`config.mk`:
```
export PLATFORM = sky130hd
export DESIGN_NAME = fcch_top
export DESIGN_NICKNAME = d
export VERILOG_FILES = /design/src/fcch_pkg.sv /design/src/fcch_top.sv
export SDC_FILE = /design/constraint.sdc
export NUM_CORES = 1
export LEC_CHECK = 0
export ABC_AREA = 1
export ABC_CLOCK_PERIOD_IN_PS = 2340
export CAP_MARGIN = 30
export CELL_PAD_IN_SITES_DETAIL_PLACEMENT = 0
export CELL_PAD_IN_SITES_GLOBAL_PLACEMENT = 2
export CORE_MARGIN = 10
export CORE_UTILIZATION = 34
export DETAILED_ROUTE_END_ITERATION = 10
export DONT_BUFFER_PORTS = 1
export HOLD_SLACK_MARGIN = 0.03
export PLACE_DENSITY = 0.88
export SETUP_SLACK_MARGIN = 0.15
export SYNTH_ARGS = -nofsm -noshare
export SYNTH_HDL_FRONTEND = slang
export SYNTH_SLANG_ARGS = --single-unit
```
`constraint.sdc`:
```
create_clock -name sys_clk_i -period 2.34 [get_ports sys_clk_i]
set_input_delay 0.468 -clock sys_clk_i [delete_from_list [all_inputs] [get_ports sys_clk_i]]
set_output_delay 0.468 -clock sys_clk_i [all_outputs]
set_load 0.02 [all_outputs]
```
`src/fcch_pkg.sv`:
```
// Package for the flash command handler: opcodes, status layout, timing.
// Assumes a 200 MHz system clock sampling the serial link pins.
`default_nettype none
package fcch_pkg;
  localparam logic [7:0] OP_RESET_ARM   = 8'h66;
  localparam logic [7:0] OP_RESET_EXEC  = 8'h99;
  localparam logic [7:0] OP_QUAD_ENTRY  = 8'h38;
  localparam logic [7:0] OP_QUAD_EXIT   = 8'hff;
  localparam logic [7:0] OP_WR_ENABLE   = 8'h06;
  localparam logic [7:0] OP_WR_DISABLE  = 8'h04;
  localparam logic [7:0] OP_VOL_WR_EN   = 8'h50;
  localparam logic [7:0] OP_STAT_WRITE  = 8'h01;
  localparam logic [7:0] OP_STAT_READ   = 8'h05;
  localparam logic [7:0] OP_READ3       = 8'h03;
  localparam logic [7:0] OP_READ4       = 8'h13;
  localparam logic [7:0] OP_DUAL_OUT3   = 8'h3b;
  localparam logic [7:0] OP_DUAL_OUT4   = 8'h3c;
  localparam logic [7:0] OP_DUAL_IO3    = 8'hbb;
  localparam logic [7:0] OP_DUAL_IO4    = 8'hbc;
  localparam logic [7:0] OP_QUAD_OUT3   = 8'h6b;
  localparam logic [7:0] OP_QUAD_OUT4   = 8'h6c;
  localparam logic [7:0] OP_QPP3        = 8'h32;
  localparam logic [7:0] OP_QPP4        = 8'h34;
  localparam logic [7:0] OP_PP3         = 8'h02;
  localparam logic [7:0] OP_PP4         = 8'h12;
  localparam logic [7:0] OP_SE3         = 8'h20;
  localparam logic [7:0] OP_SE4         = 8'h21;
  localparam logic [7:0] OP_HBE3        = 8'h52;
  localparam logic [7:0] OP_HBE4        = 8'h5c;
  localparam logic [7:0] OP_BE3         = 8'hd8;
  localparam logic [7:0] OP_BE4         = 8'hdc;
  localparam logic [7:0] OP_CE1         = 8'hc7;
  localparam logic [7:0] OP_CE2         = 8'h60;
  // Status byte fields
  localparam int         SR_BUSY_BIT    = 0;
  localparam int         SR_WEL_BIT     = 1;
  localparam int         SR_PROT_LSB    = 2;
  localparam int         SR_PROT_W      = 6;
  localparam logic [7:0] SR_RESET_VAL   = 8'h00;
  localparam logic [7:0] SR2_RESET_VAL  = 8'h02;
  localparam logic [7:0] SR3_RESET_VAL  = 8'h00;
  // Timing
  localparam int         CLK_PERIOD_PS  = 5000;
  localparam int         RST_LAT_NS     = 28000;
  localparam int         RST_LAT_CYC    = (RST_LAT_NS * 1000) / CLK_PERIOD_PS;
  localparam int         VOL_UPD_NS     = 50;
  localparam int         VOL_UPD_CYC    = (VOL_UPD_NS * 1000) / CLK_PERIOD_PS;
  // Decoded command pulse set handed between stages
  typedef struct packed {
    logic reset_arm;
    logic reset_exec;
    logic quad_entry;
    logic quad_exit;
    logic wr_enable;
    logic wr_disable;
    logic vol_wr_en;
    logic write_op;
  } fcch_cmd_t;
endpackage
`default_nettype wire

```
`src/fcch_top.sv`:
```
// Command handler of a quad-capable serial flash: frames opcodes from the link.
// Assumes link pins are asynchronous to sys_clk_i; core ops report busy/done.
`timescale 1ns/100ps
`default_nettype none
module fcch_top #(
  parameter int RST_LAT_CYCLES = fcch_pkg::RST_LAT_CYC
) (
  input  wire logic       sys_clk_i,
  input  wire logic       reset_i,
  input  wire logic       clk_en_i,
  input  wire logic       cs_n_i,
  input  wire logic       sclk_i,
  input  wire logic [3:0] dq_i,
  output logic      [3:0] dq_o,
  output logic      [3:0] dq_oe_n_o,
  input  wire logic       deep_power_down_i,
  input  wire logic       quad_read_enhancement_mode_i,
  input  wire logic       op_busy_i,
  input  wire logic       op_done_i,
  input  wire logic       op_is_erase_i,
  input  wire logic [5:0] nv_prot_bits_i,
  output logic      [7:0] status_o,
  output logic            four_bit_command_mode_o,
  output logic            enh_release_o,
  output logic            op_abort_o,
  output logic            op_start_o,
  output logic      [7:0] op_code_o,
  output logic            write_rejected_o,
  output logic            illegal_quad_op_o,
  output logic            status_regs_reset_o
);
  // Two-stage synchronisers for the link pins
  logic [1:0] cs_sync_ff;
  logic [1:0] sclk_sync_ff;
  logic [3:0] dq_s1_ff;
  logic [3:0] dq_s2_ff;
  logic       sclk_prev_ff;
  always_ff @(posedge sys_clk_i) begin
    if (reset_i) begin
      cs_sync_ff   <= 2'h3;
      sclk_sync_ff <= 2'h0;
      dq_s1_ff     <= 4'h0;
      dq_s2_ff     <= 4'h0;
      sclk_prev_ff <= 1'b0;
    end else if (clk_en_i) begin
      cs_sync_ff   <= {cs_sync_ff[0], cs_n_i};
      sclk_sync_ff <= {sclk_sync_ff[0], sclk_i};
      dq_s1_ff     <= dq_i;
      dq_s2_ff     <= dq_s1_ff;
      sclk_prev_ff <= sclk_sync_ff[1];
    end
  end

  logic cs_low;
  logic sclk_rise;
  logic sclk_fall;
  assign cs_low    = ~cs_sync_ff[1];
  assign sclk_rise = sclk_sync_ff[1] & ~sclk_prev_ff;
  assign sclk_fall = ~sclk_sync_ff[1] & sclk_prev_ff;

  // Frame end pulse on chip select rising
  logic cs_low_prev_ff;
  always_ff @(posedge sys_clk_i) begin
    if (reset_i) begin
      cs_low_prev_ff <= 1'b0;
    end else if (clk_en_i) begin
      cs_low_prev_ff <= cs_low;
    end
  end
  logic frame_end;
  assign frame_end = cs_low_prev_ff & ~cs_low;

  // Opcode shifter, MSB first, one or four bits per rising edge
  logic       quad_mode_ff;
  logic [7:0] shift_ff;
  logic [3:0] bit_cnt_ff;
  logic       op_valid_ff;
  logic [7:0] opcode_ff;
  logic       op_full;
  assign op_full = (bit_cnt_ff >= 4'd8);
  always_ff @(posedge sys_clk_i) begin
    if (reset_i) begin
      shift_ff    <= 8'h00;
      bit_cnt_ff  <= 4'h0;
      op_valid_ff <= 1'b0;
      opcode_ff   <= 8'h00;
    end else if (clk_en_i) begin
      op_valid_ff <= 1'b0;
      if (!cs_low) begin
        bit_cnt_ff <= 4'h0;
      end else if (sclk_rise && !op_full) begin
        if (quad_mode_ff || quad_read_enhancement_mode_i) begin
          shift_ff   <= {shift_ff[3:0], dq_s2_ff};
          bit_cnt_ff <= bit_cnt_ff + 4'd4;
          if (bit_cnt_ff == 4'd4) begin
            opcode_ff   <= {shift_ff[3:0], dq_s2_ff};
            op_valid_ff <= 1'b1;
          end
        end else begin
          shift_ff   <= {shift_ff[6:0], dq_s2_ff[0]};
          bit_cnt_ff <= bit_cnt_ff + 4'd1;
          if (bit_cnt_ff == 4'd7) begin
            opcode_ff   <= {shift_ff[6:0], dq_s2_ff[0]};
            op_valid_ff <= 1'b1;
          end
        end
      end
    end
  end

  // Frame bookkeeping: which opcode this frame carried
  logic       frame_has_op_ff;
  logic [7:0] frame_op_ff;
  always_ff @(posedge sys_clk_i) begin
    if (reset_i) begin
      frame_has_op_ff <= 1'b0;
      frame_op_ff     <= 8'h00;
    end else if (clk_en_i) begin
      if (frame_end) begin
        frame_has_op_ff <= 1'b0;
      end else if (op_valid_ff) begin
        frame_has_op_ff <= 1'b1;
        frame_op_ff     <= opcode_ff;
      end
    end
  end

  // Commands act when chip select rises after a whole opcode
  fcch_pkg::fcch_cmd_t cmd;
  logic act;
  assign act = frame_end && frame_has_op_ff && !deep_power_down_i;
  always_comb begin
    cmd            = '0;
    cmd.reset_arm  = act && frame_op_ff == fcch_pkg::OP_RESET_ARM;
    cmd.reset_exec = act && frame_op_ff == fcch_pkg::OP_RESET_EXEC;
    cmd.quad_entry = act && frame_op_ff == fcch_pkg::OP_QUAD_ENTRY;
    cmd.quad_exit  = act && frame_op_ff == fcch_pkg::OP_QUAD_EXIT;
    cmd.wr_enable  = act && frame_op_ff == fcch_pkg::OP_WR_ENABLE;
    cmd.wr_disable = act && frame_op_ff == fcch_pkg::OP_WR_DISABLE;
    cmd.vol_wr_en  = act && frame_op_ff == fcch_pkg::OP_VOL_WR_EN;
    case (frame_op_ff)
      fcch_pkg::OP_PP3, fcch_pkg::OP_PP4, fcch_pkg::OP_QPP3, fcch_pkg::OP_QPP4,
      fcch_pkg::OP_SE3, fcch_pkg::OP_SE4, fcch_pkg::OP_HBE3, fcch_pkg::OP_HBE4,
      fcch_pkg::OP_BE3, fcch_pkg::OP_BE4, fcch_pkg::OP_CE1, fcch_pkg::OP_CE2,
      fcch_pkg::OP_STAT_WRITE: cmd.write_op = act;
      default:                 cmd.write_op = 1'b0;
    endcase
  end

  // Opcodes refused while in four-bit command mode
  logic quad_illegal;
  always_comb begin
    case (frame_op_ff)
      fcch_pkg::OP_READ3, fcch_pkg::OP_READ4, fcch_pkg::OP_DUAL_OUT3,
      fcch_pkg::OP_DUAL_OUT4, fcch_pkg::OP_DUAL_IO3, fcch_pkg::OP_DUAL_IO4,
      fcch_pkg::OP_QUAD_OUT3, fcch_pkg::OP_QUAD_OUT4, fcch_pkg::OP_QPP3,
      fcch_pkg::OP_QPP4: quad_illegal = quad_mode_ff;
      default:           quad_illegal = 1'b0;
    endcase
  end

  // Reset arming and execution
  logic reset_armed_ff;
  logic soft_reset;
  assign soft_reset = cmd.reset_exec && reset_armed_ff;
  always_ff @(posedge sys_clk_i) begin
    if (reset_i) begin
      reset_armed_ff <= 1'b0;
    end else if (clk_en_i && act) begin
      reset_armed_ff <= cmd.reset_arm;
    end
  end

  // Post-reset recovery counter; busy stays high while it runs
  logic [31:0] rec_cnt_ff;
  always_ff @(posedge sys_clk_i) begin
    if (reset_i) begin
      rec_cnt_ff <= 32'h0;
    end else if (clk_en_i) begin
      if (soft_reset && op_busy_i && op_is_erase_i) begin
        rec_cnt_ff <= 32'(RST_LAT_CYCLES);
      end else if (rec_cnt_ff != 32'h0) begin
        rec_cnt_ff <= rec_cnt_ff - 32'h1;
      end
    end
  end

  // Interface width
  always_ff @(posedge sys_clk_i) begin
    if (reset_i) begin
      quad_mode_ff <= 1'b0;
    end else if (clk_en_i) begin
      if (soft_reset) begin
        quad_mode_ff <= 1'b0;
      end else if (cmd.quad_entry) begin
        quad_mode_ff <= 1'b1;
      end else if (cmd.quad_exit && !quad_read_enhancement_mode_i) begin
        quad_mode_ff <= 1'b0;
      end
    end
  end

  // Write enable latch and volatile write arming
  logic wel_ff;
  logic vol_armed_ff;
  always_ff @(posedge sys_clk_i) begin
    if (reset_i) begin
      wel_ff       <= 1'b0;
      vol_armed_ff <= 1'b0;
    end else if (clk_en_i) begin
      if (soft_reset) begin
        wel_ff <= 1'b0;
      end else if (cmd.wr_enable) begin
        wel_ff <= 1'b1;
      end else if (cmd.wr_disable || op_done_i) begin
        wel_ff <= 1'b0;
      end
      if (act) begin
        vol_armed_ff <= cmd.vol_wr_en && !soft_reset;
      end
    end
  end

  // Status write data capture: byte after opcode, MSB first
  logic [7:0] data_sh_ff;
  logic [3:0] data_cnt_ff;
  logic       data_byte_ff;
  always_ff @(posedge sys_clk_i) begin
    if (reset_i) begin
      data_sh_ff   <= 8'h00;
      data_cnt_ff  <= 4'h0;
      data_byte_ff <= 1'b0;
    end else if (clk_en_i) begin
      if (!cs_low) begin
        data_cnt_ff  <= 4'h0;
        data_byte_ff <= 1'b0;
      end else if (sclk_rise && op_full && data_cnt_ff < 4'd8) begin
        if (quad_mode_ff) begin
          data_sh_ff  <= {data_sh_ff[3:0], dq_s2_ff};
          data_cnt_ff <= data_cnt_ff + 4'd4;
        end else begin
          data_sh_ff  <= {data_sh_ff[6:0], dq_s2_ff[0]};
          data_cnt_ff <= data_cnt_ff + 4'd1;
        end
        data_byte_ff <= (data_cnt_ff == 4'd7) || (quad_mode_ff && data_cnt_ff == 4'd4);
      end
    end
  end

  // Volatile copy of status bits seven to two, updated at frame end
  logic [5:0] vol_prot_ff;
  logic       vol_write;
  assign vol_write = act && frame_op_ff == fcch_pkg::OP_STAT_WRITE && vol_armed_ff
                     && data_byte_ff;
  always_ff @(posedge sys_clk_i) begin
    if (reset_i) begin
      vol_prot_ff <= 6'h00;
    end else if (clk_en_i) begin
      if (soft_reset) begin
        vol_prot_ff <= nv_prot_bits_i;
      end else if (vol_write) begin
        vol_prot_ff <= data_sh_ff[7:2];
      end
    end
  end

  // Status byte assembly
  logic [7:0] status_now;
  assign status_now = {vol_prot_ff, wel_ff, op_busy_i | (rec_cnt_ff != 32'h0)};

  // Status read output, repeats while chip select low, shifted on falling edge
  logic [7:0] rd_sh_ff;
  logic [2:0] rd_cnt_ff;
  logic       rd_act_ff;
  always_ff @(posedge sys_clk_i) begin
    if (reset_i) begin
      rd_sh_ff  <= 8'h00;
      rd_cnt_ff <= 3'h0;
      rd_act_ff <= 1'b0;
    end else if (clk_en_i) begin
      if (!cs_low) begin
        rd_act_ff <= 1'b0;
      end else if (op_valid_ff && opcode_ff == fcch_pkg::OP_STAT_READ) begin
        rd_act_ff <= 1'b1;
        rd_sh_ff  <= status_now;
        rd_cnt_ff <= quad_mode_ff ? 3'd4 : 3'd1;
      end else if (rd_act_ff && sclk_fall && rd_cnt_ff != 3'h0) begin
        rd_sh_ff <= quad_mode_ff ? {rd_sh_ff[3:0], 4'h0} : {rd_sh_ff[6:0], 1'b0};
        rd_cnt_ff <= quad_mode_ff ? 3'(rd_cnt_ff + 3'd4) : 3'(rd_cnt_ff + 3'd1);
      end else if (rd_act_ff && sclk_fall) begin
        rd_sh_ff  <= status_now;
        rd_cnt_ff <= quad_mode_ff ? 3'd4 : 3'd1;
      end
    end
  end

  // Output registers
  always_ff @(posedge sys_clk_i) begin
    if (reset_i) begin
      dq_o                    <= 4'h0;
      dq_oe_n_o               <= 4'hf;
      status_o                <= fcch_pkg::SR_RESET_VAL;
      four_bit_command_mode_o <= 1'b0;
      enh_release_o           <= 1'b0;
      op_abort_o              <= 1'b0;
      op_start_o              <= 1'b0;
      op_code_o               <= 8'h00;
      write_rejected_o        <= 1'b0;
      illegal_quad_op_o       <= 1'b0;
      status_regs_reset_o     <= 1'b0;
    end else if (clk_en_i) begin
      dq_o      <= quad_mode_ff ? rd_sh_ff[7:4] : {2'b00, rd_sh_ff[7], 1'b0};
      dq_oe_n_o <= !rd_act_ff ? 4'hf : (quad_mode_ff ? 4'h0 : 4'hd);
      status_o                <= status_now;
      four_bit_command_mode_o <= quad_mode_ff;
      enh_release_o <= cmd.quad_exit && quad_read_enhancement_mode_i;
      op_abort_o    <= soft_reset && op_busy_i;
      op_start_o    <= cmd.write_op && wel_ff && !vol_write && !quad_illegal
                       && !op_busy_i;
      op_code_o     <= frame_op_ff;
      write_rejected_o    <= cmd.write_op && !wel_ff && !vol_write;
      illegal_quad_op_o   <= act && quad_illegal;
      status_regs_reset_o <= soft_reset;
    end
  end
endmodule
`default_nettype wire

```
Yosys cells after proc, flatten, opt, wreduce, memory -nomap -nowiden
Index checks and enable logic that the tools add are counted.
{ "word_totals": {"mem_bits_ro": 0, "n_memories": 0, "input_bits": 20, "ff_bits": 141, "latchBits": 0, "mem_bits_rw": 0, "elab_cells": 204} }
{ "op_classes": {"multipliers": 0, "shifts": 0, "addsub": 7, "div_mod_pow": 0, "n_eq_ne": 34, "n_mux": 46, "reduce_logical": 72, "bitwise": 8, "magnitude_cmp": 2} }
{ "ops": {"columns": ["op", "count"], "rows": [
  ["32-bit 2-to-1 mux", 2],
  ["8-bit 2-to-1 mux", 8],
  ["8-bit by 6-bit == test with 1-bit output (second input constant)", 7],
  ["8-bit by 7-bit == test with 1-bit output (second input constant)", 7],
  ["8-bit == test (second input constant)", 7],
  ["4-bit 2-to-1 mux", 9],
  ["1-bit logical AND", 33],
  ["32-bit nonzero test", 1],
  ["32-bit by 1-bit subtractor with 32-bit output (second input constant)", 1],
  ["8-bit by 3-bit == test with 1-bit output (second input constant)", 3],
  ["1-bit 2-to-1 mux", 19],
  ["2-bit AND reduction", 9],
  ["4-bit by 3-bit == test with 1-bit output (second input constant)", 4],
  ["8-bit by 2-bit == test with 1-bit output (second input constant)", 2],
  ["8-bit by 5-bit == test with 1-bit output (second input constant)", 2],
  ["3-bit 2-to-1 mux", 5],
  ["2-bit nonzero test", 7],
  ["13-bit OR reduction", 1],
  ["6-bit 2-to-1 mux", 2],
  ["3-bit AND reduction", 4],
  ["3-bit nonzero test", 4],
  ["10-bit OR reduction", 1],
  ["4-bit by 1-bit adder with 4-bit output (second input constant)", 2],
  ["4-bit by 3-bit adder with 4-bit output (second input constant)", 2],
  ["13 further kinds", 27]
]} }

Depth between registers and ports, before layout
Gate-level depths: netlist (run 1).
{ "logic_depth": {"ltp_word": 10, "ltp_mapped": 14, "ltp_nobuf": 13} }

Worst setup path after synthesis (run 1)
Ideal clock, no wire load.
{ "synth_path": {"kind": "input-to-reg", "from": "input clk_en_i", "to": "register opcode_ff[4]", "t_required_ps": 2254, "arrival_time_ps": 1603, "path_slack_ps": 651, "n_path_buf": 2, "setup_time_ps": 86, "stages": 8, "cell_sequence": "buf_2 -> inv_1 -> nor2_1 -> nand2_1 -> nor2_2 -> buf_2 -> nor2_1 -> a211oi_1"} }
{ "synth_between": {"elab_chain_cells": 1} }
{ "synth_rtl": {"columns": ["element", "line", "text"], "rows": [
  ["from (decl)", "fcch_top.sv:10", "input wire logic clk_en_i,"],
  ["5-bit AND reduction (no line)", null, null],
  ["to (signal assigned)", "fcch_top.sv:96", "opcode_ff <= {shift_ff[3:0], dq_s2_ff};"],
  ["to (signal assigned)", "fcch_top.sv:103", "opcode_ff <= {shift_ff[6:0], dq_s2_ff[0]};"],
  ["to (decl)", "fcch_top.sv:78", "logic [7:0] opcode_ff;"]
]} }
Every way passes these cells.
A chain may end at the register's enable or synchronous reset.

Worst setup path in the final report (run 1)
{ "layout_path": {"from": "register frame_op_ff[3]", "to": "register rec_cnt_ff[15]"} }
{ "layout_between": {"elab_chain_cells": 7} }
{ "layout_rtl": {"columns": ["element", "line", "text"], "rows": [
  ["from (decl)", "fcch_top.sv:113", "logic [7:0] frame_op_ff;"],
  ["from (signal assigned)", "fcch_top.sv:123", "frame_op_ff <= opcode_ff;"],
  ["8-bit == test *", "fcch_top.sv:135", "cmd.reset_exec = act && frame_op_ff == fcch_pkg::OP_RESET_EXEC;"],
  ["1-bit logical AND *", "fcch_top.sv:135", null],
  ["1-bit logical AND *", "fcch_top.sv:165", "assign soft_reset = cmd.reset_exec && reset_armed_ff;"],
  ["1-bit logical AND * (2 in series)", "fcch_top.sv:180", "if (soft_reset && op_busy_i && op_is_erase_i) begin"],
  ["2-bit nonzero test (no line)", null, null],
  ["2-bit AND reduction (no line)", null, null],
  ["to (signal assigned)", "fcch_top.sv:181", "rec_cnt_ff <= 32'(RST_LAT_CYCLES);"],
  ["to (signal assigned)", "fcch_top.sv:183", "rec_cnt_ff <= rec_cnt_ff - 32'h1;"],
  ["to (decl)", "fcch_top.sv:175", "logic [31:0] rec_cnt_ff;"]
]} }
Every way passes the cells marked *; elsewhere a longest branch is shown, timed or not.

==> impl_metrics.py, run 1 <==
metrics = {
    "route": {
        "wl_per_cell_um": 14.8,
        "antenna_left": 0,
        "wl_mm": 19.8,
        "drtPass1Iterations": 5,
        "remaining_drc_errors": 0,
        "vias": 6540,
        "drt_iter0_drc": 418,
        "routed_via_density": 4.87,
    },
    "pwr": {
        "p_switching_w": 0.00403,
        "power_frac_seq_pct": 30.5,
        "peakVddDrop_mv": 0.524,
        "pwr-share-comb_pct": 40.9,
        "power.density_nw_per_um2": 1230,
        "leakage_nw": 3.33,
        "fin_total_pwr_w": 0.00969,
        "clkPwrFrac_pct": 28.6,
        "p_int_w": 0.00566,
        "p_sw_share_pct": 41.6,
    },
    "clock_tree": {
        "ctsRootBufferMaster": "clkbuf_16",
        "clkSinkCount": 139,
        "cts_buffers": 17,
        "cts_buffer_depth": 2,
        "clkLatencyLatePin_ns": 0.42,
        "cts_tree": "done",
        "clkTransAtPathRegs_ns": 0.06,
        "h-tree-depth": 4,
        "ctsHoldBuffers": 0,
    },
    "worst_setup_path": {
        "crit_fanout": 14,
        "cp_common_cell": "inv_1",
        "cp_slowest_stage_delay_ns": 0.40,
        "cp-end-kind": "flop",
        "worstPathArrival_ns": 2.25,
        "cp_cell_sequence": "inv_2 > nor2_4 > inv_1 > nor2_4 > nand3_1 > inv_1 > nand3_1 > nand2_1 > inv_1 > nand2_1 > nor2_1",
        "cp.required_ns": 2.66,
        "critPathKind": "flop to flop",
        "cp_top_family": "simple AND/OR/NAND/NOR gates",
        "startpoint_type": "flop",
        "path_buf_inv": 4,
        "slowest_stage": "dfxtp_1",
    },
    "grt": {
        "grt_max_degree": 72,
        "grt_pass1_wl_mm": 32.8,
        "antenna_found_initial": 0,
        "gr-total-overflow": 0,
        "grt_pass1_vias": 6182,
        "track_usage_pct": 15.2,
    },
    "flow_run": {
        "max-cap-violations": 0,
    },
    "yosys": {
        "synth.distinct_cells": 34,
        "synth.yosys.seq_area_share_pct": 39.7,
        "synth_area_um2": 7010,
        "synth_fp_nets": 1100,
        "synthCells": 1069,
        "synth_area_per_cell_um2": 6.56,
        "synth_warnings": 0,
        "ys_ff_latch": 139,
    },
    "cells_and_area": {
        "drive_above_1_share_pct": 6.16,
        "areaGrowthSynthToFinish_pct": 12.1,
        "fin_area_um2": 7870,
        "nets": 1091,
        "n_antenna_cell": 0,
    },
    "outcome": {
        "outcome": "finished clean",
    },
    "die": {
        "die_area_um2": 26800,
        "die_h_um": 164,
        "rows": 52,
        "top_level_ports": 51,
        "start_util_pct": 34.7,
        "core-area_um2": 20200,
        "die_w_um": 164,
    },
    "sta": {
        "worst_pin_slew_ns": 0.639,
        "drv_slew": 0,
        "finalHoldViolCount": 0,
        "clock_skew_ns": 0.0107,
        "fmax_mhz": 516,
        "post-route-min-period_ns": 1.94,
        "tns_ns": 0,
        "final-setup-viol-count": 0,
        "rsz0062_at_grt": "no",
        "slew_headroom_pct": 57.4,
        "final.period_utilization_pct": 82.8,
    },
    "hold_path": {
        "hp-class": "primary input to flop",
    },
    "placed_design": {
        "place.gp.congestion": 0.842,
        "dp_hpwl_mm": 14.2,
        "placed_cell_area_um2": 7250,
        "portBuffers": 0,
    },
}
through the flow:
| step | util (%) | setup slack, ns | hold slack (ns) | std cells |
|---|---|---|---|---|
| 6_report | 38.9 | 0.403 | 0.113 | 1342 |
| 5_1_grt | 38.9 | 0.166 | 0.0913 | 1342 |
| 4_1_cts | 38.8 | 0.246 | 0.0938 | 1341 |
| 3_5_place_dp | 35.8 | 0.260 | 0.446 | 1310 |
| 3_3_place_gp | 35.8 | 0.359 | 0.438 | 1310 |
| 2_1_floorplan | - | 0.651 | 0.429 | 1069 |
per-layer routing:
| metal | vias up | GRT usage, % | part of all wire (%) |
|---|---|---|---|
| met3 | 21 | 3.50 | 4.1 |
| met2 | 117 | 25.1 | 47 |
| met1 | 2957 | 19.3 | 47 |
| li1 | 3445 | - | - |
| met4 | 0 | 4.96 | 1.7 |
| met5 | - | 0 | 0 |
power by group through the flow:
stage	registers, W	clock network (W)	logic (W)
after detailed placement	0.00300	0	0.00394
after CTS	0.00296	0.00283	0.00397
after floorplan	0.00293	0	0.00311
after global placement	0.00301	0	0.00396
final	0.00295	0.00277	0.00396
after global routing	0.00299	0.00294	0.00464
state kept, by name (all words and copies together) (netlist names), 4 cells and up:
name,count
status_o,8
data_cnt_ff,4
rd_sh_ff,8
data_sh_ff,8
vol_prot_ff,6
shift_ff,7
frame_op_ff,8
dq_o,4
bit_cnt_ff,4
rec_cnt_ff,32
dq_s1_ff,4
op_code_o,8
opcode_ff,8
dq_s2_ff,4
cell usage after synthesis, drive strengths merged:
cell type  count  area (um2)
clkbuf        24        90.1
nand3         59         300
ha            11         138
buf           18         114
dfxtp        139        2780
o21ai         96         480
xor2           8        70.1
a211oi        13        97.6
nor2         193         749
a21oi         89         445
nor3          18         101
xnor2          3        26.3
o31ai          1        7.51
a31oi          8        50.1
inv          119         447
or2            1        6.26
a221oi         2        17.5
o21bai         1        7.51
nand4         19         119
nand2        242         928
nor3b          1        7.51
o211ai         3        22.5
and2           1        6.26
cell type report:
cell class | instances | area [um2]
clock buffer | 18 | 429
multi-input combinational | 769 | 3590
timing repair buffer | 14 | 105
tap | 270 | 338
inverter | 119 | 453
sequential | 139 | 2780
clock inverter | 13 | 169
fill | 2206 | 12400
repair_timing:
item	CTS	global route
resized for setup	0	5
setup endpoints to repair	0	29
setup buffers	0	1
cells by family after synthesis:
group,count (synthesis),share of synthesized area (%)
AND/OR/NAND/NOR,534,31.6
AO/OA/AOI/OAI,213,16.1
buffers and inverters,161,9.28
flip-flops,139,39.7
XOR/XNOR,11,1.37
adder cells (fa/ha/maj),11,1.96
path summary, 6_finish.rpt:
check	startpoint	end	slack, ns	cells after the start
max	frame_op_ff[3]	rec_cnt_ff[15]	0.40	11
min	reset_i	dq_o[0]	0.11	1
max reg2reg	frame_op_ff[3]	rec_cnt_ff[15]	0.40	11
min reg2reg	rec_cnt_ff[1]	rec_cnt_ff[1]	0.46	2
cells in the final DEF, fill, tap and decap left out, types with 2 or more instances in the layout:
| master | n |
|---|---|
| inv_2 | 5 |
| o21ai_1 | 8 |
| dfxtp_1 | 139 |
| inv_1 | 112 |
| buf_4 | 14 |
| clkinvlp_4 | 2 |
| nor3_1 | 16 |
| inv_6 | 2 |
| a21oi_1 | 89 |
| clkinv_4 | 5 |
| nand2_1 | 237 |
| a221oi_1 | 2 |
| nor2_1 | 187 |
| xor2_1 | 8 |
| nor2_4 | 2 |
| nand3_1 | 58 |
| nand4_1 | 19 |
| a31oi_1 | 8 |
| clkbuf_16 | 17 |
| nand2_4 | 2 |
| bufinv_16 | 3 |
| o21ai_0 | 88 |
| o211ai_1 | 3 |
| nand2_2 | 3 |
| xnor2_1 | 3 |
| nor2_2 | 4 |
| a211oi_1 | 13 |
| clkinv_2 | 2 |
| ha_1 | 11 |
worst reg2reg max path: cells and delay by family, from the launching register on:
family        cells  cell delay [ns]
simple gates      7             0.88
buf+inv           4             0.55
flops             1             0.40
No activity file was read; power rests on OpenSTA's default activity.
==> inputs of run 2 (changes only) <==
Settings changed: ABC_CLOCK_PERIOD_IN_PS 2340 to 1860.
Clock period 2.34 ns to 1.86 ns, I/O delays scaled along.
==> run 2 against run 1 <==
Net effect:
- clock power grew 21%
- sequential share of layout area shrank 3.9 points
- register-to-register slack lost 0.28 ns
- sequential cell count is the same
- die area is the same
- wire length grew 11%
- count of clock-buffer cells in the layout shrank 1
- setup slack lost 0.28 ns
- global-route usage grew 0.53 points
- first-iteration DRC count grew 4.3%
- critical path type unchanged
==> impl_metrics.py, run 2 (synthesized netlist as in run 1, its figures left out) <==
metrics = {
    "clock_tree": {
        "cts_buffer_depth": 2,
        "cts_tree": "done",
        "clkLatencyLatePin_ns": 0.44,
        "ctsRootBufferMaster": "clkbuf_16",
        "clkTransAtPathRegs_ns": 0.07,
        "clkSinkCount": 139,
        "h-tree-depth": 4,
        "cts_buffers": 17,
    },
    "cells_and_area": {
        "areaGrowthSynthToFinish_pct": 26.8,
        "drive_above_1_share_pct": 20.5,
        "nets": 1151,
        "layout_commonest_cell": "nand2_1",
        "regMostFlops": "rec_cnt_ff",
        "largest_reg_flops": 32,
        "n_antenna_cell": 0,
        "fin_util_pct": 44.0,
        "final_cell_mix": "nand2_1, nor2_1, dfxtp_1",
    },
    "grt": {
        "antenna_found_initial": 0,
        "track_usage_pct": 15.8,
        "grt_pass1_wl_mm": 33.8,
        "grt_pass1_vias": 6437,
        "grt_max_degree": 60,
        "gr-total-overflow": 0,
    },
    "route": {
        "wl_per_cell_um": 15.6,
        "vias": 6964,
        "remaining_drc_errors": 0,
        "routed_via_density": 4.96,
        "wl_mm": 21.9,
        "drtPass1Iterations": 5,
        "antenna_left": 0,
        "drt_iter0_drc": 436,
    },
    "sta": {
        "post-route-min-period_ns": 1.73,
        "finalHoldViolCount": 0,
        "final.period_utilization_pct": 93.1,
        "clock_skew_ns": 0.00967,
        "final-setup-viol-count": 0,
        "slew_headroom_pct": 54.3,
        "worst_pin_slew_ns": 0.683,
        "rsz0062_at_grt": "yes",
        "tns_ns": 0,
        "drv_slew": 0,
        "fmax_mhz": 577,
    },
    "placed_design": {
        "place.gp.congestion": 0.849,
        "portBuffers": 0,
        "dp_hpwl_mm": 14.5,
    },
    "worst_setup_path": {
        "crit_fanout": 15,
        "cp.required_ns": 2.22,
        "cp-end-kind": "flop",
        "startpoint_type": "flop",
        "critPathKind": "flop to flop",
        "worstPathArrival_ns": 2.10,
    },
    "die": {
        "core-area_um2": 20200,
        "start_util_pct": 34.7,
        "rows": 52,
        "die_area_um2": 26800,
        "die_w_um": 164,
        "die_h_um": 164,
        "top_level_ports": 51,
    },
    "pwr": {
        "peakVddDrop_mv": 0.765,
        "leakage_nw": 3.75,
        "power.density_nw_per_um2": 1560,
    },
    "flow_run": {
        "max-cap-violations": 0,
    },
    "outcome": {
        "outcome": "finished clean",
    },
    "hold_path": {
        "hp-class": "primary input to flop",
    },
}
-- run 2: cell types whose count changed in the layout (fill, tap and decap cells not counted), moves of 9 or more --
cell     delta
inv_1      -12
dfxtp_2    +10
nand2_1    -22
inv_2      +12
nor2_2     +21
nand2_2    +18
o21ai_0     -9
buf_4      +39
dfxtp_1    -12
nor2_1     -29
-- run 2: path summary, 6_finish.rpt --
check            startpoint               end  slack, ns  cells past startpoint
max reg2reg  frame_op_ff[6]     rec_cnt_ff[3]       0.13                     11
min                clk_en_i  write_rejected_o       0.06                      1
max          frame_op_ff[6]     rec_cnt_ff[3]       0.13                     11
min reg2reg  cs_low_prev_ff   frame_has_op_ff       0.46                      1
-- run 2: per-stage QoR --
step | setup slack, ns | cell area, um2 | hold slack (ns) | cells | total power (W)
after floorplan | 0.179 | 7010 | 0.429 | 1069 | 0.00760
after global placement | 0.0868 | 7590 | 0.446 | 1349 | 0.00927
after detailed placement | 0.0741 | 7590 | 0.453 | 1349 | 0.00926
after CTS | 0.150 | 8260 | 0.0305 | 1386 | 0.0127
after global routing | 0.0569 | 8890 | 0.0409 | 1403 | 0.0148
final | 0.128 | 8890 | 0.0622 | 1403 | 0.0139
-- run 2: power by group --
group	leakage (nW)	internal, W	switching, W
logic	2.34	0.00260	0.00415
clock network	0.274	0.00178	0.00156
registers	1.14	0.00336	0.000405
total	3.75	0.00774	0.00611
-- run 2: what timing repair did --
action | 4_1_cts | 5_1_grt
setup endpoints to repair | 35 | 80
hold buffers | 4 | 0
pin swaps | 1 | 43
gates cloned | 0 | 3
resized for setup | 7 | 147
endpoints found under the hold margin | 60 | 0
setup buffers | 1 | 14
-- run 2: cell type report --
class / instances / area [um2]
fillers: 2150 / 11300
multi-input cells: 769 / 3970
flip-flops and latches: 139 / 2800
repair buffers: 74 / 753
inverters: 119 / 458
clock buffers: 17 / 425
well taps: 270 / 338
clock inverters: 15 / 148
-- run 2: layer usage --
layer | GRT usage [%] | up-vias | wire [um]
met5 | 0 | - | 0
met3 | 4.18 | 28 | 1040
met1 | 19.8 | 3245 | 9940
met4 | 4.87 | 0 | 384
met2 | 25.8 | 120 | 10500
li1 | - | 3571 | -
-- run 2: worst max-delay path, cell delays in order (launching register included) --
cell and delay (ns):
dfxtp_4 0.35, inv_2 0.06, nand3_2 0.08, nor3_4 0.29, buf_6 0.15, nand3_4 0.10, nand2_4 0.11, nand2_8 0.09
buf_12 0.16, o21ai_4 0.13, nand2_2 0.06, nor2_1 0.09
